`config.mk`:
```
export PLATFORM = sky130hd
export DESIGN_NAME = fbm_top
export DESIGN_NICKNAME = d
export VERILOG_FILES = /design/src/pkg/fbm_pkg.sv /design/src/hdl/fbm_top.sv
export SDC_FILE = /design/constraint.sdc
export NUM_CORES = 1
export LEC_CHECK = 0
export BUFFER_PORTS_ARGS = -buffer_cell sky130_fd_sc_hd__buf_4
export CAP_MARGIN = 30
export CELL_PAD_IN_SITES_DETAIL_PLACEMENT = 1
export CELL_PAD_IN_SITES_GLOBAL_PLACEMENT = 1
export CORE_UTILIZATION = 50
export DETAILED_ROUTE_END_ITERATION = 16
export GPL_ROUTABILITY_DRIVEN = 1
export GPL_TIMING_DRIVEN = 0
export HOLD_SLACK_MARGIN = 0.06
export PLACE_DENSITY_LB_ADDON = 0.2
export SLEW_MARGIN = 20
export SYNTH_ARGS = -nofsm -noshare
export SYNTH_HDL_FRONTEND = slang
export SYNTH_SLANG_ARGS = --single-unit
```
`constraint.sdc`:
```
create_clock -name CLK -period 4.94 [get_ports CLK]
set_input_delay 0.988 -clock CLK [delete_from_list [all_inputs] [get_ports CLK]]
set_output_delay 0.988 -clock CLK [all_outputs]
set_load 0.02 [all_outputs]
```
`src/pkg/fbm_pkg.sv`:
```
// shared constants, types and byte-lane helpers for the port-B bus-matching datapath
// Summary of operation
// long-word reads move whole 36 bits
// word/byte reads deliver pieces in order
// read at new size reloads long word
// unused output lanes hold last value
// pieces assembled, last piece commits long word
// write at new size restarts assembly
// size code all-high accesses mailboxes
// mailbox access keeps previous size selection
// each edge applies registered size selection
// four byte orders, bits within bytes kept
// mailbox data is never swapped
// swap mode latched on first piece
// reads swap then split; writes assemble then swap
// four byte parity checks drive error low
// port-B checks only lanes in use
// odd/even select sets parity sense
// port-A mailbox read with generation forces flag high
// port-B mailbox read with generation forces flag high
// generation replaces byte msb on reads
// writes store all nine bits unchanged
// host holds parity selects stable at load
// mailbox parity generation leaves contents intact
// size and endian captured every edge
// queues hold only complete long words
// swap codes map to ABCD DCBA CDAB BADC
// size codes: 00 long, 10 word, 01 byte
package fbm_pkg;

  localparam int LW = 36;
  localparam int BW = 9;
  localparam int FIFO_DEPTH = 4;

  // ******************************************************
  // size and swap encodings
  // ******************************************************
  localparam logic [1:0] SZ_LONG = 2'h0;
  localparam logic [1:0] SZ_BYTE = 2'h1;
  localparam logic [1:0] SZ_WORD = 2'h2;
  localparam logic [1:0] SZ_MAIL = 2'h3;
  localparam logic [1:0] SW_NONE = 2'h0;
  localparam logic [1:0] SW_REV = 2'h1;
  localparam logic [1:0] SW_HALF = 2'h2;
  localparam logic [1:0] SW_PAIR = 2'h3;
  localparam logic [1:0] CNT_RST = 2'h0;
  localparam logic [35:0] WORD_RST = 36'h0;

  typedef logic [35:0] fbm_lw_t;
  typedef struct packed {
    logic [1:0] code;
    logic big;
  } fbm_size_t;
  localparam fbm_size_t SIZE_RST = '{code: 2'h0, big: 1'h1};

  // ******************************************************
  // helpers
  // ******************************************************
  function automatic fbm_lw_t fbm_swap(input fbm_lw_t d, input logic [1:0] m);
    case (m)
      SW_REV: fbm_swap = {d[8:0], d[17:9], d[26:18], d[35:27]};
      SW_HALF: fbm_swap = {d[17:0], d[35:18]};
      SW_PAIR: fbm_swap = {d[26:18], d[35:27], d[8:0], d[17:9]};
      default: fbm_swap = d;
    endcase
  endfunction : fbm_swap

  function automatic fbm_lw_t fbm_pgen(input fbm_lw_t d, input logic odd);
    fbm_pgen = d;
    for (int i = 0; i < 4; i++)
      fbm_pgen[i*BW+8] = odd ? ~^d[i*BW+:8] : ^d[i*BW+:8];
  endfunction : fbm_pgen

  function automatic logic [3:0] fbm_perr(input fbm_lw_t d, input logic odd);
    for (int i = 0; i < 4; i++)
      fbm_perr[i] = odd ? ~^d[i*BW+:BW] : ^d[i*BW+:BW];
  endfunction : fbm_perr

  function automatic logic [3:0] fbm_lanes(input fbm_size_t s);
    case (s.code)
      SZ_WORD: fbm_lanes = s.big ? 4'hc : 4'h3;
      SZ_BYTE: fbm_lanes = s.big ? 4'h8 : 4'h1;
      default: fbm_lanes = 4'hf;
    endcase
  endfunction : fbm_lanes

  function automatic logic [1:0] fbm_last(input logic [1:0] code);
    case (code)
      SZ_WORD: fbm_last = 2'h1;
      SZ_BYTE: fbm_last = 2'h3;
      default: fbm_last = 2'h0;
    endcase
  endfunction : fbm_last

  // long-word byte that sits on a lane for piece k
  function automatic logic [1:0] fbm_src(input fbm_size_t s, input logic [1:0] k,
                                         input logic [1:0] lane);
    case (s.code)
      SZ_WORD: fbm_src = {s.big ? ~k[0] : k[0], lane[0]};
      SZ_BYTE: fbm_src = s.big ? 2'(2'h3 - k) : k;
      default: fbm_src = lane;
    endcase
  endfunction : fbm_src

endpackage : fbm_pkg

```
`src/hdl/fbm_top.sv`:
```
// port-B bus matching, byte swapping, mailboxes and parity for both ports
`timescale 1ns/1ps

// ******************************************************
// small long-word queue toward port A
// ******************************************************
module fbm_fifo #(
  parameter int W = 36,
  parameter int DEPTH = 4
) (
  input wire logic clk,
  input wire logic rst_b,
  input wire logic [W-1:0] in_data,
  input wire logic in_valid,
  output logic in_ready,
  output logic [W-1:0] out_data,
  output logic out_valid,
  input wire logic out_ready
);
  localparam int AW = $clog2(DEPTH);
  localparam int CW = $clog2(DEPTH + 1);
  logic [W-1:0] mem [DEPTH];
  logic [AW-1:0] wptr_reg;
  logic [AW-1:0] rptr_reg;
  logic [CW-1:0] count_reg;
  wire push = in_valid && in_ready;
  wire pop = out_valid && out_ready;
  assign in_ready = count_reg != CW'(DEPTH);
  assign out_valid = count_reg != '0;
  assign out_data = mem[rptr_reg];

  always_ff @(posedge clk)
  begin
    if (!rst_b)
    begin
      wptr_reg <= '0;
      rptr_reg <= '0;
      count_reg <= '0;
    end
    else
    begin
      if (push)
        wptr_reg <= (wptr_reg == AW'(DEPTH - 1)) ? '0 : AW'(wptr_reg + 1'b1);
      if (pop)
        rptr_reg <= (rptr_reg == AW'(DEPTH - 1)) ? '0 : AW'(rptr_reg + 1'b1);
      if (push && !pop)
        count_reg <= CW'(count_reg + 1'b1);
      else if (pop && !push)
        count_reg <= CW'(count_reg - 1'b1);
    end
  end

  always_ff @(posedge clk)
  begin
    if (push)
      mem[wptr_reg] <= in_data;
  end
endmodule : fbm_fifo

// ******************************************************
// top
// ******************************************************
module fbm_top (
  input wire logic CLK,
  input wire logic RST_B,
  input wire logic ODD_EVEN,
  input wire logic PORTA_CHIP_SEL_N,
  input wire logic PORTA_XFER_EN,
  input wire logic PORTA_WRITE_NREAD,
  input wire logic PORTA_MAIL_SEL,
  input wire logic PORTA_PARITY_GEN,
  input wire logic [35:0] A_IN,
  output logic [35:0] A_OUT,
  output logic A_OE,
  output logic PORTA_PARITY_ERR_N,
  input wire logic PORTB_CHIP_SEL_N,
  input wire logic PORTB_XFER_EN,
  input wire logic PORTB_WRITE_NREAD,
  input wire logic SIZE_SEL_LO,
  input wire logic SIZE_SEL_HI,
  input wire logic BIG_ENDIAN_SEL_N,
  input wire logic SWAP_SEL_LO,
  input wire logic SWAP_SEL_HI,
  input wire logic PORTB_PARITY_GEN,
  input wire logic [35:0] B_IN,
  output logic [35:0] B_OUT,
  output logic B_OE,
  output logic PORTB_PARITY_ERR_N,
  input wire logic [35:0] QAB_DATA,
  input wire logic QAB_VALID,
  output logic QAB_READY
);
  // ******************************************************
  // state
  // ******************************************************
  fbm_pkg::fbm_size_t size_held_reg;
  fbm_pkg::fbm_size_t prev_size_reg;
  fbm_pkg::fbm_size_t rd_size_reg;
  fbm_pkg::fbm_size_t wr_size_reg;
  logic [1:0] rd_cnt_reg;
  logic [1:0] wr_cnt_reg;
  logic [1:0] wr_swap_reg;
  fbm_pkg::fbm_lw_t rd_word_reg;
  fbm_pkg::fbm_lw_t wr_asm_reg;
  fbm_pkg::fbm_lw_t head_reg;
  logic head_v_reg;
  fbm_pkg::fbm_lw_t mail_ab_reg;
  fbm_pkg::fbm_lw_t mail_ba_reg;
  logic [35:0] a_out_reg;
  logic [35:0] b_out_reg;
  logic a_oe_reg;
  logic b_oe_reg;
  logic perr_a_n_reg;
  logic perr_b_n_reg;
  logic qab_ready_reg;

  // ******************************************************
  // decode
  // ******************************************************
  wire [1:0] swap_pins = {SWAP_SEL_HI, SWAP_SEL_LO};
  wire a_sel = !PORTA_CHIP_SEL_N && PORTA_XFER_EN;
  wire a_rd = a_sel && !PORTA_WRITE_NREAD;
  wire a_wr = a_sel && PORTA_WRITE_NREAD;
  wire b_sel = !PORTB_CHIP_SEL_N && PORTB_XFER_EN;
  wire b_rd = b_sel && !PORTB_WRITE_NREAD;
  wire b_wr = b_sel && PORTB_WRITE_NREAD;
  wire mail = size_held_reg.code == fbm_pkg::SZ_MAIL;
  // mailbox code never disturbs the sizing in progress
  wire fbm_pkg::fbm_size_t eff = mail ? prev_size_reg : size_held_reg;
  wire [1:0] last = fbm_pkg::fbm_last(eff.code);
  wire [3:0] lanes = fbm_pkg::fbm_lanes(eff);
  wire b_mail_rd = b_rd && mail;
  wire b_mail_wr = b_wr && mail;
  wire a_mail_rd = a_rd && PORTA_MAIL_SEL;

  // read side: swap, optional parity, then split
  wire rd_fresh = (rd_cnt_reg == fbm_pkg::CNT_RST) || (eff != rd_size_reg);
  wire rd_go = b_rd && !mail && (!rd_fresh || head_v_reg);
  wire [1:0] rk = rd_fresh ? fbm_pkg::CNT_RST : rd_cnt_reg;
  wire fbm_pkg::fbm_lw_t head_sw = fbm_pkg::fbm_swap(head_reg, swap_pins);
  wire fbm_pkg::fbm_lw_t head_pg = PORTB_PARITY_GEN ?
    fbm_pkg::fbm_pgen(head_sw, ODD_EVEN) : head_sw;
  wire fbm_pkg::fbm_lw_t rd_src = rd_fresh ? head_pg : rd_word_reg;
  wire fbm_pkg::fbm_lw_t mail_b_out = PORTB_PARITY_GEN ?
    fbm_pkg::fbm_pgen(mail_ab_reg, ODD_EVEN) : mail_ab_reg;

  // write side: assemble, then swap on commit
  wire wr_fresh = (wr_cnt_reg == fbm_pkg::CNT_RST) || (eff != wr_size_reg);
  wire [1:0] wk = wr_fresh ? fbm_pkg::CNT_RST : wr_cnt_reg;
  wire fbm_pkg::fbm_lw_t asm_base = wr_fresh ? fbm_pkg::WORD_RST : wr_asm_reg;
  wire [1:0] wswap = wr_fresh ? swap_pins : wr_swap_reg;
  wire commit = b_wr && !mail && (wk == last);
  wire q_in_ready;
  // a full queue refuses only the committing piece
  wire wr_go = b_wr && !mail && (!commit || q_in_ready);
  fbm_pkg::fbm_lw_t asm_new;
  fbm_pkg::fbm_lw_t rd_piece;
  wire fbm_pkg::fbm_lw_t q_push_data = fbm_pkg::fbm_swap(asm_new, wswap);

  always_comb
  begin
    rd_piece = b_out_reg;
    asm_new = asm_base;
    for (int i = 0; i < 4; i++)
    begin
      if (lanes[i])
      begin
        rd_piece[i*9+:9] = rd_src[9*int'(fbm_pkg::fbm_src(eff, rk, 2'(i)))+:9];
        asm_new[9*int'(fbm_pkg::fbm_src(eff, wk, 2'(i)))+:9] = B_IN[i*9+:9];
      end
    end
  end

  // ******************************************************
  // queue toward port A, drained by port-A reads
  // ******************************************************
  wire fbm_pkg::fbm_lw_t q_out_data;
  wire q_out_valid;
  wire a_q_rd = a_rd && !PORTA_MAIL_SEL;
  fbm_fifo #(
    .W(fbm_pkg::LW),
    .DEPTH(fbm_pkg::FIFO_DEPTH)
  ) u_q_b_to_a (
    .clk(CLK),
    .rst_b(RST_B),
    .in_data(q_push_data),
    .in_valid(commit && wr_go),
    .in_ready(q_in_ready),
    .out_data(q_out_data),
    .out_valid(q_out_valid),
    .out_ready(a_q_rd)
  );
  wire fbm_pkg::fbm_lw_t a_src = PORTA_MAIL_SEL ? mail_ba_reg : q_out_data;
  wire fbm_pkg::fbm_lw_t a_src_pg = PORTA_PARITY_GEN ?
    fbm_pkg::fbm_pgen(a_src, ODD_EVEN) : a_src;
  wire a_load = a_mail_rd || (a_q_rd && q_out_valid);

  // ******************************************************
  // parity checks
  // ******************************************************
  wire perr_a_hold = a_mail_rd && PORTA_PARITY_GEN;
  wire perr_b_hold = b_mail_rd && PORTB_PARITY_GEN;
  wire [3:0] b_lanes_chk = mail ? 4'hf : lanes;
  wire a_bad = |fbm_pkg::fbm_perr(A_IN, ODD_EVEN);
  wire b_bad = |(fbm_pkg::fbm_perr(B_IN, ODD_EVEN) & b_lanes_chk);
  wire head_take = QAB_VALID && qab_ready_reg;
  wire head_v_next = head_take || (head_v_reg && !(rd_go && rd_fresh));

  // ******************************************************
  // registers
  // ******************************************************
  always_ff @(posedge CLK)
  begin
    if (!RST_B)
    begin
      size_held_reg <= fbm_pkg::SIZE_RST;
      prev_size_reg <= fbm_pkg::SIZE_RST;
      rd_size_reg <= fbm_pkg::SIZE_RST;
      wr_size_reg <= fbm_pkg::SIZE_RST;
      rd_cnt_reg <= fbm_pkg::CNT_RST;
      wr_cnt_reg <= fbm_pkg::CNT_RST;
      wr_swap_reg <= fbm_pkg::SW_NONE;
      head_v_reg <= 1'b0;
      qab_ready_reg <= 1'b0;
      a_oe_reg <= 1'b0;
      b_oe_reg <= 1'b0;
      perr_a_n_reg <= 1'b1;
      perr_b_n_reg <= 1'b1;
    end
    else
    begin
      size_held_reg <= '{code: {SIZE_SEL_HI, SIZE_SEL_LO}, big: !BIG_ENDIAN_SEL_N};
      prev_size_reg <= eff;
      head_v_reg <= head_v_next;
      qab_ready_reg <= !head_v_next;
      a_oe_reg <= !PORTA_CHIP_SEL_N && !PORTA_WRITE_NREAD;
      b_oe_reg <= !PORTB_CHIP_SEL_N && !PORTB_WRITE_NREAD;
      perr_a_n_reg <= perr_a_hold || !a_bad;
      perr_b_n_reg <= perr_b_hold || !b_bad;
      if (rd_go)
      begin
        rd_size_reg <= eff;
        rd_cnt_reg <= (rk == last) ? fbm_pkg::CNT_RST : 2'(rk + 2'h1);
      end
      if (wr_go)
      begin
        wr_size_reg <= eff;
        wr_swap_reg <= wswap;
        wr_cnt_reg <= commit ? fbm_pkg::CNT_RST : 2'(wk + 2'h1);
      end
    end
  end

  // datapath registers carry no reset
  always_ff @(posedge CLK)
  begin
    if (head_take)
      head_reg <= QAB_DATA;
    if (rd_go && rd_fresh)
      rd_word_reg <= head_pg;
    if (wr_go)
      wr_asm_reg <= asm_new;
    if (a_wr && PORTA_MAIL_SEL)
      mail_ab_reg <= A_IN;
    if (b_mail_wr)
      mail_ba_reg <= B_IN;
    if (b_mail_rd)
      b_out_reg <= mail_b_out;
    else if (rd_go)
      b_out_reg <= rd_piece;
    if (a_load)
      a_out_reg <= a_src_pg;
  end

  assign A_OUT = a_out_reg;
  assign A_OE = a_oe_reg;
  assign PORTA_PARITY_ERR_N = perr_a_n_reg;
  assign B_OUT = b_out_reg;
  assign B_OE = b_oe_reg;
  assign PORTB_PARITY_ERR_N = perr_b_n_reg;
  assign QAB_READY = qab_ready_reg;
endmodule : fbm_top

```
==> impl_metrics.tcl <==
set metrics [dict create \
    status "finished, final reports clean" \
    start_kind "register" \
    netlist-cell-type-count 115 \
    finalHoldViolCount 0 \
    grt_pass1_wl_mm 118.1 \
    synthTopCellsByArea "edfxtp_1, mux4_2, mux2i_1" \
    worstSetupEndpointType "register" \
    drv_slew 0 \
    top_register "u_q_b_to_a.mem" \
    n_antenna_cell 0 \
    p_leak_uw 0.009799 \
    drt_iter0_drc 1836 \
    cp_slowest_stage_delay_ps 580 \
    dp_cells 2560 \
    via_count 17120 \
    drt_wl_total_mm 80.92 \
    start_util 0.5091 \
    avgSynthCellArea_um2 13.26 \
    largest_reg_flops 144 \
    final_antenna_net_count 0 \
    synthesis.nets 1895 \
    clk_latency_ps 610 \
    cts.sinks 429 \
    crit_top_cell "buf_4" \
    cts_buffers 47 \
    required_ps 5350 \
    ir_drop_v 0.0002733 \
    rsz0062_at_grt "true" \
    dieHeight_um 217.2 \
    drive_gt1_frac 0.2967 \
    cts_tree "built" \
    io_pins 203 \
    fin_nets 2169 \
    die_w_um 217.2 \
    port_buffers 199 \
    max_freq_mhz 206.8 \
    cts-hold-fix-buffers 0 \
    p_total_uw 9765 \
    skew_ps 21.92 \
    synth_top_flop_cell "edfxtp_1" \
    worstMarginPinSlew_ps 1026 \
    clkTransAtPathRegs_ps 60 \
    first_pass_iters 7 \
    place.gp.congestion 0.9746 \
    crit_buf_inv 4 \
    htree_levels 2 \
    dpl.hpwl_mm 60.82 \
    grt_start_max_net_pins 34 \
    ys_ff_latch 429 \
    syn_area_um2 23150 \
    yosysTopAreaCell "edfxtp_1" \
    syn_to_final_growth_pct 19.46 \
    cp_data_arrival_time_ps 5240 \
    clock_path_buffers 3 \
    p_per_area_nw_per_um2 353.1 \
    drc 0 \
    vias_per_cell 6.447 \
    yosys.area.top_type_share 0.5136 \
    min_period_over_period 0.9789 \
    synth-edff-count 396 \
    gr-total-overflow 0 \
    critPathTopFamily "compound AO/OA/AOI/OAI gates" \
    path_cells "buf_4 > nand2_1 > ha_1 > buf_2 > buf_4 > a22oi_2 > a311oi_4 > a311oi_4 > nand2_2 > buf_4 > ha_1 > nand4_1 > nor3_2 > a22oi_1 > o21ai_1 > a21oi_1 > mux2i_2" \
    layout_min_cycle_time_ps 4836 \
    async_reset_ff_frac 0 \
    clockRootBuffer "clkbuf_16" \
    cp_max_fo 10 \
    setup_viol 0 \
    yosysWarnings 0 \
    grt_pass1_vias 17720 \
    wl_per_cell_um 30.47 \
    hold_class "reg2reg" \
    slew_headroom 0.3147 \
    cap_viol_max_count 0 \
    criticalPathCategory "reg2reg" \
    design.die.area_um2 47170 \
    track_usage 0.3433 \
    fin_tns_setup_ps 0 \
    coreArea_um2 45480 \
    ys_top_cells_by_count "edfxtp_1, nand2_1, mux2i_1" \
    antenna_found_initial 2 \
    yosysMostFrequentCell "edfxtp_1" \
    instances_no_fill 2656 \
    slowest_stage "ha_1" \
    row_count 78 \
    synthCells 1746 \
    synth_seq_area_share 0.5422 \
]
[per-stage QoR]
step           worst slack [ps]  area, um^2  utilization  hold WS [ps]
2_1_floorplan             547.8       23150            -         490.5
3_3_place_gp              -1169       25400       0.5584         512.8
3_5_place_dp              -1359       25690       0.5648         535.0
4_1_cts                   4.232       27290       0.6000         532.3
5_1_grt                  -58.20       27660       0.6081         550.3
6_report                  104.3       27660       0.6081         544.8
[repair_timing]
action,4_1_cts,5_1_grt
pin swaps,4,12
setup endpoints to repair,167,144
buffers inserted,3,9
gates resized for setup,44,57
cloned,0,0
[layout make-up]
| type | instances | area [um^2] |
|---|---|---|
| multi-input cells | 1181 | 10390 |
| clock buffers | 60 | 1265 |
| repair buffers | 228 | 1854 |
| plain buffers | 95 | 545.5 |
| flip-flops and latches | 429 | 12550 |
| fillers | 4467 | 17820 |
| clock inverters | 25 | 152.6 |
| well taps | 600 | 750.7 |
| inverters | 38 | 145.1 |
[kinds of logic after synthesis]
| logic type | count (synthesis) | synth area share |
|---|---|---|
| buffers and inverters | 136 | 0.02962 |
| AND/OR/NAND/NOR | 443 | 0.09490 |
| XOR/XNOR | 155 | 0.06610 |
| flip-flops | 429 | 0.5422 |
| adder cells (fa/ha/maj) | 23 | 0.01275 |
| multiplexers | 260 | 0.1559 |
| AO/OA/AOI/OAI | 300 | 0.09853 |
[worst register-to-register path, stage by stage, from the launching register on]
cell,delay (ps)
dfxtp_1,360
buf_4,200
nand2_1,130
ha_1,210
buf_2,180
buf_4,200
a22oi_2,220
a311oi_4,80
a311oi_4,370
nand2_2,130
buf_4,170
ha_1,580
nand4_1,350
nor3_2,410
a22oi_1,190
o21ai_1,300
a21oi_1,260
mux2i_2,300
[metal layers]
metal	global-route usage	vias up	wire [um]
met5	0	-	0
li1	-	7238	-
met1	0.4747	8802	32710
met2	0.5567	944	38250
met3	0.06080	140	7808
met4	0.09695	0	2157
[report_power, final]
part / switching, uW / internal (uW) / total [uW] / leakage, uW
sequential: 48.7 / 4180 / 4230 / 0.00388
clock: 1510 / 1820 / 3330 / 0.000695
combinational: 1360 / 843 / 2210 / 0.00522
[final timing paths]
check	startpoint	slack [ps]	endpoint	depth (start not counted)
worst min-delay path	rd_size_reg[0]$_SDFFE_PN1P_	540	rd_size_reg[0]$_SDFFE_PN1P_	2
worst max register to register	size_held_reg[2]$_SDFF_PN0_	100	u_q_b_to_a.mem[2][23]$_DFFE_PP_	17
worst min register to register	rd_size_reg[0]$_SDFFE_PN1P_	540	rd_size_reg[0]$_SDFFE_PN1P_	2
worst max-delay path	size_held_reg[2]$_SDFF_PN0_	100	u_q_b_to_a.mem[2][23]$_DFFE_PP_	17
[cells in the final DEF (no fill, tap or decap), types with 33 or more instances in the layout]
cell type and count:
clkbuf_16 47, xor2_1 37, a21oi_1 49, nor2_1 49
nand2_1 193, clkbuf_1 44, mux4_2 76, xnor2_1 105
nand3_1 33, buf_4 225, mux2i_1 124, o21ai_0 41
mux2_2 41, edfxtp_1 396
(Power assumes the default switching activity.)
